--- config.mk ---
export PLATFORM = sky130hd
export DESIGN_NAME = smt_table
export DESIGN_NICKNAME = d
export VERILOG_FILES = /design/src/verilog/smt_pkg.sv /design/src/verilog/smt_entry_mem.sv /design/src/verilog/smt_fwd_decide.sv /design/src/verilog/smt_table.sv
export VERILOG_INCLUDE_DIRS = /design/src /design/src/verilog
export SDC_FILE = /design/constraint.sdc
export NUM_CORES = 2
export LEC_CHECK = 0
export BUFFER_PORTS_ARGS = -buffer_cell sky130_fd_sc_hd__buf_2
export CORE_MARGIN = 4
export CORE_UTILIZATION = 41
export CTS_CLUSTER_SIZE = 8
export DETAILED_ROUTE_END_ITERATION = 16
export GPL_ROUTABILITY_DRIVEN = 0
export PLACE_DENSITY = 0.63
export SYNTH_ARGS = -nofsm -noshare
export SYNTH_HDL_FRONTEND = slang
export SYNTH_SLANG_ARGS = --single-unit
export TNS_END_PERCENT = 30
--- constraint.sdc ---
create_clock -name mclk -period 28.6 [get_ports mclk]
set_clock_uncertainty 0.15 [all_clocks]
set_input_delay 5.72 -clock mclk [delete_from_list [all_inputs] [get_ports mclk]]
set_output_delay 5.72 -clock mclk [all_outputs]
set_load 0.02 [all_outputs]
--- src/verilog/smt_regs.svh ---
`ifndef SMT_REGS_SVH
`define SMT_REGS_SVH

// Byte register offsets of the indirect access window.
`define SMT_OFF_CTL        8'h79
`define SMT_OFF_ADDR_LO    8'h7A
`define SMT_OFF_DATA8      8'h7B
`define SMT_OFF_DATA7      8'h7C
`define SMT_OFF_DATA6      8'h7D
`define SMT_OFF_DATA5      8'h7E
`define SMT_OFF_DATA4      8'h7F
`define SMT_OFF_DATA3      8'h80
`define SMT_OFF_DATA2      8'h81
`define SMT_OFF_DATA1      8'h82
`define SMT_OFF_DATA0      8'h83
`define SMT_OFF_TST_DSTAT  8'h84
`define SMT_OFF_TST_DCTL   8'h85
`define SMT_OFF_TST_ACTLA  8'h86
`define SMT_OFF_TST_ACTLB  8'h87
`define SMT_OFF_TST_ACTLC  8'h88
`define SMT_OFF_TST_ACTLD  8'h89
`define SMT_OFF_TST_ASTAT  8'h8A
`define SMT_OFF_TST_ACTLE  8'h8B
`define SMT_OFF_TST_QDLO   8'h8C
`define SMT_OFF_TST_QDHI   8'h8D

// Control register fields.
`define SMT_CTL_RD_BIT     4
`define SMT_CTL_TSEL_HI    3
`define SMT_CTL_TSEL_LO    2
`define SMT_CTL_IDXH_HI    1
`define SMT_CTL_TSEL_STATIC 2'h0

// Entry fields.
`define SMT_ENT_W          58
`define SMT_ENT_FID_HI     57
`define SMT_ENT_FID_LO     54
`define SMT_ENT_USEFID     53
`define SMT_ENT_OVERRIDE   52
`define SMT_ENT_VALID      51
`define SMT_ENT_PORTS_HI   50
`define SMT_ENT_PORTS_LO   48
`define SMT_ENT_ADDR_HI    47
`define SMT_ENT_DEPTH      8
`define SMT_PORTS_ALL      3'h7

// Reset values.
`define SMT_RST_BYTE       8'h00
`define SMT_RST_DCTL       8'h3F
`define SMT_RST_ACTLE      8'h40

`endif

--- src/verilog/smt_pkg.sv ---
package smt_pkg;

  typedef enum logic [1:0]
  {
    SMT_ST_IDLE = 2'h1,
    SMT_ST_RDLD = 2'h2
  } smt_state_t;

  typedef logic [57:0] smt_entry_t;

endpackage : smt_pkg

--- src/verilog/smt_entry_mem.sv ---
`timescale 1ns/1ns
`include "smt_regs.svh"
module smt_entry_mem
  import smt_pkg::*;
#(
  parameter int DEPTH = `SMT_ENT_DEPTH
)
(
  // Clock and reset
  input  wire logic                     mclk,
  input  wire logic                     rst,
  input  wire logic                     ce,
  // Host port
  input  wire logic                     wr_en,
  input  wire logic                     rd_en,
  input  wire logic [$clog2(DEPTH)-1:0] acc_idx,
  input  wire smt_entry_t               wr_data,
  output smt_entry_t                    rd_data,
  // Destination lookup key
  input  wire logic [47:0]              key_addr,
  input  wire logic [3:0]               key_fid,
  output logic                          hit,
  output smt_entry_t                    hit_entry
);

  smt_entry_t mem [DEPTH];
  smt_entry_t next_mem [DEPTH];
  smt_entry_t next_rd_data;
  logic       next_hit;
  smt_entry_t next_hit_entry;

  function automatic logic entry_match(smt_entry_t e, logic [47:0] a,
                                       logic [3:0] f);
    logic fid_ok;
    fid_ok = !e[`SMT_ENT_USEFID] ||
             (e[`SMT_ENT_FID_HI:`SMT_ENT_FID_LO] == f);
    return e[`SMT_ENT_VALID] && fid_ok &&
           (e[`SMT_ENT_ADDR_HI:0] == a);
  endfunction : entry_match

  // Only the host port writes; entries never age or clear on their own.
  always_comb
  begin
    next_mem = mem;
    next_rd_data = rd_data;
    next_hit = 1'b0;
    next_hit_entry = '0;
    if (wr_en)
    begin
      next_mem[acc_idx] = wr_data;
    end
    if (rd_en)
    begin
      next_rd_data = mem[acc_idx];
    end
    // Lowest index wins if the host programmed duplicates.
    for (int i = DEPTH - 1; i >= 0; i--)
    begin
      if (entry_match(mem[i], key_addr, key_fid))
      begin
        next_hit = 1'b1;
        next_hit_entry = mem[i];
      end
    end
  end

  always_ff @(posedge mclk or posedge rst)
  begin
    if (rst)
    begin
      for (int i = 0; i < DEPTH; i++)
      begin
        mem[i] <= '0;
      end
      rd_data <= '0;
      hit <= 1'b0;
      hit_entry <= '0;
    end
    else if (ce)
    begin
      mem <= next_mem;
      rd_data <= next_rd_data;
      hit <= next_hit;
      hit_entry <= next_hit_entry;
    end
  end

endmodule : smt_entry_mem

--- src/verilog/smt_fwd_decide.sv ---
`timescale 1ns/1ns
`include "smt_regs.svh"
module smt_fwd_decide
  import smt_pkg::*;
(
  // Static result
  input  wire logic       st_hit,
  input  wire smt_entry_t st_entry,
  // Dynamic result and port state
  input  wire logic       dyn_hit,
  input  wire logic [2:0] dyn_ports,
  input  wire logic [2:0] ingress,
  input  wire logic [2:0] tx_en,
  input  wire logic [2:0] rx_en,
  // Decision
  output logic [2:0]      ports,
  output logic            from_static,
  output logic            from_dyn
);

  logic [2:0] mask;
  logic       ovr;

  always_comb
  begin
    mask = st_entry[`SMT_ENT_PORTS_HI:`SMT_ENT_PORTS_LO];
    ovr = st_hit && st_entry[`SMT_ENT_OVERRIDE];
    from_static = st_hit;
    from_dyn = dyn_hit && !st_hit;
    ports = 3'h0;
    if (st_hit)
    begin
      if (mask == `SMT_PORTS_ALL)
      begin
        ports = ~ingress;
      end
      else
      begin
        ports = mask;
      end
    end
    else if (dyn_hit)
    begin
      ports = dyn_ports;
    end
    if (!ovr)
    begin
      ports = ports & tx_en;
      if ((ingress & rx_en) == 3'h0)
      begin
        ports = 3'h0;
      end
    end
  end

endmodule : smt_fwd_decide

--- src/verilog/smt_table.sv ---
`timescale 1ns/1ns
`include "smt_regs.svh"
module smt_table
  import smt_pkg::*;
#(
  parameter int DEPTH = `SMT_ENT_DEPTH
)
(
  // Clock, reset and enable
  input  wire logic        mclk,
  input  wire logic        rst,
  input  wire logic        ce,
  // Byte register port
  input  wire logic [7:0]  reg_addr,
  input  wire logic [7:0]  reg_wdata,
  input  wire logic        reg_wr,
  input  wire logic        reg_rd,
  output logic [7:0]       reg_rdata,
  output logic             acc_busy,
  // Destination lookup request
  input  wire logic        lk_req,
  input  wire logic [47:0] lk_dest_station_addr,
  input  wire logic [3:0]  lk_filter_group_id,
  input  wire logic [2:0]  lk_ingress,
  input  wire logic        dyn_hit,
  input  wire logic [2:0]  dyn_ports,
  input  wire logic [2:0]  port_tx_en,
  input  wire logic [2:0]  port_rx_en,
  // Forwarding decision
  output logic             fwd_valid,
  output logic [2:0]       fwd_ports,
  output logic             fwd_static_hit,
  output logic             fwd_dyn_hit
);

  localparam int IW = $clog2(DEPTH);

  smt_state_t state;
  smt_state_t next_state;
  logic [7:0] ctl;
  logic [7:0] next_ctl;
  logic [7:0] addr_lo;
  logic [7:0] next_addr_lo;
  smt_entry_t data;
  smt_entry_t next_data;
  logic [7:0] tst [6];
  logic [7:0] next_tst [6];
  logic [7:0] next_reg_rdata;
  logic       next_acc_busy;
  logic       mem_wr;
  logic       mem_rd;
  logic [9:0] acc_full_idx;
  logic [IW-1:0] acc_idx;
  smt_entry_t mem_rdata;
  logic       st_hit;
  smt_entry_t st_entry;

  // Lookup pipeline stage aligned with the registered static match.
  logic       s1_valid;
  logic [2:0] s1_ingress;
  logic       s1_dyn_hit;
  logic [2:0] s1_dyn_ports;
  logic [2:0] s1_tx;
  logic [2:0] s1_rx;
  logic [2:0] dec_ports;
  logic       dec_static;
  logic       dec_dyn;

  // Byte view of the entry buffer. Offset 0x7C keeps only bits 57:56.
  // Reserved and test offsets fall to the default, so writes there leave
  // the buffer unchanged and the lane read gives zero.
  function automatic smt_entry_t lane_wr(smt_entry_t d, logic [7:0] a,
                                         logic [7:0] v);
    smt_entry_t n;
    n = d;
    case (a)
      `SMT_OFF_DATA7: n[57:56] = v[1:0];
      `SMT_OFF_DATA6: n[55:48] = v;
      `SMT_OFF_DATA5: n[47:40] = v;
      `SMT_OFF_DATA4: n[39:32] = v;
      `SMT_OFF_DATA3: n[31:24] = v;
      `SMT_OFF_DATA2: n[23:16] = v;
      `SMT_OFF_DATA1: n[15:8] = v;
      `SMT_OFF_DATA0: n[7:0] = v;
      default:        n = d;
    endcase
    return n;
  endfunction : lane_wr

  function automatic logic [7:0] lane_rd(smt_entry_t d, logic [7:0] a);
    logic [7:0] b;
    b = 8'h00;
    case (a)
      `SMT_OFF_DATA7: b = {6'h00, d[57:56]};
      `SMT_OFF_DATA6: b = d[55:48];
      `SMT_OFF_DATA5: b = d[47:40];
      `SMT_OFF_DATA4: b = d[39:32];
      `SMT_OFF_DATA3: b = d[31:24];
      `SMT_OFF_DATA2: b = d[23:16];
      `SMT_OFF_DATA1: b = d[15:8];
      `SMT_OFF_DATA0: b = d[7:0];
      default:        b = 8'h00;
    endcase
    return b;
  endfunction : lane_rd

  // The match is registered inside the memory, which costs one cycle of
  // lookup latency but keeps the eight wide compares off the output path.
  smt_entry_mem #(
    .DEPTH (DEPTH)
  ) u_mem (
    .mclk      (mclk),
    .rst       (rst),
    .ce        (ce),
    .wr_en     (mem_wr),
    .rd_en     (mem_rd),
    .acc_idx   (acc_idx),
    .wr_data   (data),
    .rd_data   (mem_rdata),
    .key_addr  (lk_dest_station_addr),
    .key_fid   (lk_filter_group_id),
    .hit       (st_hit),
    .hit_entry (st_entry)
  );

  smt_fwd_decide u_dec (
    .st_hit      (st_hit),
    .st_entry    (st_entry),
    .dyn_hit     (s1_dyn_hit),
    .dyn_ports   (s1_dyn_ports),
    .ingress     (s1_ingress),
    .tx_en       (s1_tx),
    .rx_en       (s1_rx),
    .ports       (dec_ports),
    .from_static (dec_static),
    .from_dyn    (dec_dyn)
  );

  // The index uses the byte being written to the address-low register.
  always_comb
  begin
    acc_full_idx = {ctl[`SMT_CTL_IDXH_HI:0], reg_wdata};
    acc_idx = acc_full_idx[IW-1:0];
  end

  // Register file and indirect access sequencing.
  always_comb
  begin
    next_state = state;
    next_ctl = ctl;
    next_addr_lo = addr_lo;
    next_data = data;
    next_tst = tst;
    next_reg_rdata = reg_rdata;
    mem_wr = 1'b0;
    mem_rd = 1'b0;
    // The byte port is the only way in; lookups never write the table.
    if (reg_wr)
    begin
      next_data = lane_wr(data, reg_addr, reg_wdata);
      case (reg_addr)
        `SMT_OFF_CTL:     next_ctl = reg_wdata;
        `SMT_OFF_ADDR_LO:
        begin
          next_addr_lo = reg_wdata;
          // Other tables and out-of-range indices belong elsewhere.
          if (ctl[`SMT_CTL_TSEL_HI:`SMT_CTL_TSEL_LO] ==
              `SMT_CTL_TSEL_STATIC && acc_full_idx < 10'(DEPTH))
          begin
            if (ctl[`SMT_CTL_RD_BIT])
            begin
              mem_rd = 1'b1;
              next_state = SMT_ST_RDLD;
            end
            else
            begin
              mem_wr = 1'b1;
            end
          end
        end
        `SMT_OFF_TST_DCTL:  next_tst[0] = reg_wdata;
        `SMT_OFF_TST_ACTLA: next_tst[1] = reg_wdata;
        `SMT_OFF_TST_ACTLB: next_tst[2] = reg_wdata;
        `SMT_OFF_TST_ACTLC: next_tst[3] = reg_wdata;
        `SMT_OFF_TST_ACTLD: next_tst[4] = reg_wdata;
        `SMT_OFF_TST_ACTLE: next_tst[5] = reg_wdata;
        default:          next_ctl = ctl;
      endcase
    end
    case (state)
      SMT_ST_RDLD:
      begin
        // The entry load wins over a host data write in the same cycle.
        next_data = mem_rdata;
        next_state = SMT_ST_IDLE;
      end
      SMT_ST_IDLE: next_state = next_state;
      default:     next_state = SMT_ST_IDLE;
    endcase
    if (reg_rd)
    begin
      case (reg_addr)
        `SMT_OFF_CTL:       next_reg_rdata = ctl;
        `SMT_OFF_ADDR_LO:   next_reg_rdata = addr_lo;
        `SMT_OFF_TST_DCTL:  next_reg_rdata = tst[0];
        `SMT_OFF_TST_ACTLA: next_reg_rdata = tst[1];
        `SMT_OFF_TST_ACTLB: next_reg_rdata = tst[2];
        `SMT_OFF_TST_ACTLC: next_reg_rdata = tst[3];
        `SMT_OFF_TST_ACTLD: next_reg_rdata = tst[4];
        `SMT_OFF_TST_ACTLE: next_reg_rdata = tst[5];
        default:            next_reg_rdata = lane_rd(data, reg_addr);
      endcase
    end
    next_acc_busy = (next_state == SMT_ST_RDLD);
  end

  always_ff @(posedge mclk or posedge rst)
  begin
    if (rst)
    begin
      state <= SMT_ST_IDLE;
      ctl <= `SMT_RST_BYTE;
      addr_lo <= `SMT_RST_BYTE;
      data <= '0;
      tst[0] <= `SMT_RST_DCTL;
      tst[1] <= `SMT_RST_BYTE;
      tst[2] <= `SMT_RST_BYTE;
      tst[3] <= `SMT_RST_BYTE;
      tst[4] <= `SMT_RST_BYTE;
      tst[5] <= `SMT_RST_ACTLE;
      reg_rdata <= 8'h00;
      acc_busy <= 1'b0;
    end
    else if (ce)
    begin
      state <= next_state;
      ctl <= next_ctl;
      addr_lo <= next_addr_lo;
      data <= next_data;
      tst <= next_tst;
      reg_rdata <= next_reg_rdata;
      acc_busy <= next_acc_busy;
    end
  end

  // Lookup pipeline: static match registers in the memory, the rest here.
  always_ff @(posedge mclk or posedge rst)
  begin
    if (rst)
    begin
      s1_valid <= 1'b0;
      s1_ingress <= 3'h0;
      s1_dyn_hit <= 1'b0;
      s1_dyn_ports <= 3'h0;
      s1_tx <= 3'h0;
      s1_rx <= 3'h0;
      fwd_valid <= 1'b0;
      fwd_ports <= 3'h0;
      fwd_static_hit <= 1'b0;
      fwd_dyn_hit <= 1'b0;
    end
    else if (ce)
    begin
      s1_valid <= lk_req;
      s1_ingress <= lk_ingress;
      s1_dyn_hit <= dyn_hit;
      s1_dyn_ports <= dyn_ports;
      s1_tx <= port_tx_en;
      s1_rx <= port_rx_en;
      fwd_valid <= s1_valid;
      fwd_ports <= s1_valid ? dec_ports : 3'h0;
      fwd_static_hit <= s1_valid && dec_static;
      fwd_dyn_hit <= s1_valid && dec_dyn;
    end
  end

endmodule : smt_table

==> flow_summary.ini <==
[outcome]
outcome = complete, no violations

[min_path]
hold_path_class = reg2reg

[setup_path]
cp_data_required_time_ns = 28.97
worstPathArrival_ns = 9.58
worstPathCellList = buf_2 > buf_4 > and2_0 > and2_1 > and3_1 > and3b_1 > and3_4 > buf_4 > mux2_2
critPathMaxStageDelay_ns = 0.78
slowest_stage = buf_4
crit_type = in2reg
crit_path_end_kind = flop
crit_path_frequent_cell = buf_4
crit_fanout = 48
cp-start-kind = input port

[synthesis]
yosysTopAreaCellShare_pct = 47.84
synth_area_leaders = dfrtp_1 (48%), mux2_2 (15%), mux4_2 (7.4%)
synth_edf_count = 0
yosysWarnings = 0
ys_ff_latch = 680
syn_area_per_cell_um2 = 12.57
ys_types = 70
synth-main-ff-cell = dfrtp_1
ys_seq_area_share_pct = 48.44
synth_area_mm2 = 0.03515
yosysMostFrequentCell = dfrtp_1
synthCells = 2796
synthArstFlopShare_pct = 100.0
synth_top_area_cell = dfrtp_1
syn_nets = 2883
synthTopCellsByCount = dfrtp_1 (672), mux2_2 (464), xnor2_1 (233)

[grt]
grt_pass1_vias = 24950
antenna_found_initial = 15
grt_pass1_wl_um = 185400
grt_max_degree = 122
grt_usage_pct = 28.44
grt.overflow.total = 0

[clock_network]
cts_root_buf = clkbuf_16
postCtsHoldBufs = 0
cts_buffers = 94
htree_levels = 3
cts_tree = yes
cts_sinks = 680
clk_pin_slew_ns = 0.05
insertion_delay_ns = 0.66
cts-resized-gates = 0
post_cts_buffers = 0
cts_buffer_depth = 3

[drt]
via_count = 24950
drc = 0
routed_wl_um = 129100
ant_nets = 0
drt_iter0_drc = 3060
avgViaCountPerCell = 6.275
drt-wirelength-per-cell_um = 32.46
dr.pass1.iters = 6

[power_and_ir_drop]
leakagePower_nw = 18.08
power_density_mw_per_mm2 = 55.76
irDropWorstVdd_mv = 0.04831
power_mw = 2.177

[floorplan]
core_mm2 = 0.08515
die_width_um = 300.8
fp.dieArea_mm2 = 0.09047
rows = 107
die_h_um = 300.8
start_util_pct = 41.28
io_pins = 102

[sta]
fmax_mhz = 108.6
rsz0062_at_grt = false
hold_viol_final = 0
tns_ns = 0
slew_violations = 0
maxSlewHeadroom_pct = 8.226
setup-violations-final = 0
tightest_slew_ns = 1.359
post-route-period-util_pct = 32.21
finalCriticalPeriod_ns = 9.212

[finish]
syn2layout_area_growth_pct = 11.07
drive_gt1_share_pct = 30.38
final_util_pct = 45.85
fin_nets = 2873

[place]
portBuffers = 101
hpwl_um = 90180

[flow_run]
max_cap_viol_count = 0
layout by cell type, fill, tap and decap left out, types with 11 or more instances in the layout:
cell         n
clkbuf_16   96
clkbuf_1    33
nor2_1     113
buf_2       98
nand4_1     70
nor3_1      12
xnor2_1    233
a22oi_1     29
mux2_2     464
nand2_1     58
mux2_1      79
xor2_1     153
nand2b_1    16
mux2i_1     59
and2_1      11
a21oi_1    153
nand3_1     15
nor4_1      43
dfrtp_1    672
a221oi_1    13
mux4_2     116
buf_4       43
inv_1       41
o21ai_0     39
worst max-delay path: cells and delay by family:
family / cells / cell delay [ns]
and+or+nand+nor: 5 / 2.10
muxes: 1 / 0.42
buffers and inverters: 3 / 1.23
metrics by stage:
| stage | hold WS (ns) | worst slack, ns | cell area [um^2] | cells |
|---|---|---|---|---|
| after floorplan | 0.3250 | 3.680 | 35150 | 2796 |
| after global placement | 0.3352 | 18.91 | 36410 | 3834 |
| after detailed placement | 0.3460 | 18.83 | 36410 | 3834 |
| after CTS | 0.3578 | 19.48 | 39020 | 3968 |
| after global routing | 0.3658 | 19.26 | 39020 | 3971 |
| final | 0.3535 | 19.39 | 39040 | 3976 |
power by group:
| part | total [mW] | internal (mW) | switching [mW] |
|---|---|---|---|
| registers | 1.00 | 0.976 | 0.0270 |
| clock network | 1.03 | 0.606 | 0.421 |
| logic | 0.147 | 0.0440 | 0.103 |
| total | 2.18 | 1.63 | 0.551 |
worst paths after layout:
| path | start | to | slack [ns] | depth (start not counted) |
|---|---|---|---|---|
| setup / recovery | ce | u_mem.mem[10] | 19.39 | 9 |
| hold / removal | tst[21] | tst[21] | 0.35 | 1 |
| setup reg to reg | u_mem.mem[296] | u_mem.hit_entry[52] | 24.29 | 8 |
| hold reg to reg | tst[21] | tst[21] | 0.35 | 1 |
| max in group asynchronous | rst | u_mem.mem[208] | 19.94 | 5 |
| min in group asynchronous | rst | u_mem.mem[183] | 5.08 | 2 |
flip-flops by register name, summed over array words and instances, names as in the netlist, 4 cells and up:
| signal | cells |
|---|---|
| data | 58 |
| ctl | 8 |
| u_mem.mem | 464 |
| tst | 48 |
| reg_rdata | 8 |
| u_mem.rd_data | 58 |
| u_mem.hit_entry | 4 |
| addr_lo | 8 |
cell type report:
type / instances / area, um^2
timing repair buffer: 143 / 838.3
sequential: 680 / 17030
clock inverter: 5 / 83.83
clock buffer: 129 / 2526
antenna: 8 / 20.02
inverter: 42 / 165.2
multi-input combinational: 1825 / 16950
tap: 1144 / 1431
fill: 7703 / 46110
logic make-up (layout without fill, tap and decap cells):
family / after synthesis / in the layout / synth area share, %
buffers and inverters: 291 / 319 / 3.567
other: 0 / 8 / 0
xor gates and xnor gates: 386 / 386 / 9.619
muxes: 719 / 719 / 26.55
and+or+nand+nor: 395 / 395 / 5.881
DFF: 680 / 680 / 48.44
AOI/OAI and AO/OA: 325 / 325 / 5.938
per-layer routing:
metal / vias up / part of all wire [%] / track usage (%)
li1: 10080 / - / -
met1: 13090 / 39 / 37.61
met2: 1408 / 44 / 42.32
met3: 360 / 11 / 8.392
met4: 14 / 6.2 / 15.08
met5: - / 0.083 / 0
No activity file was read; power rests on OpenSTA's default activity.
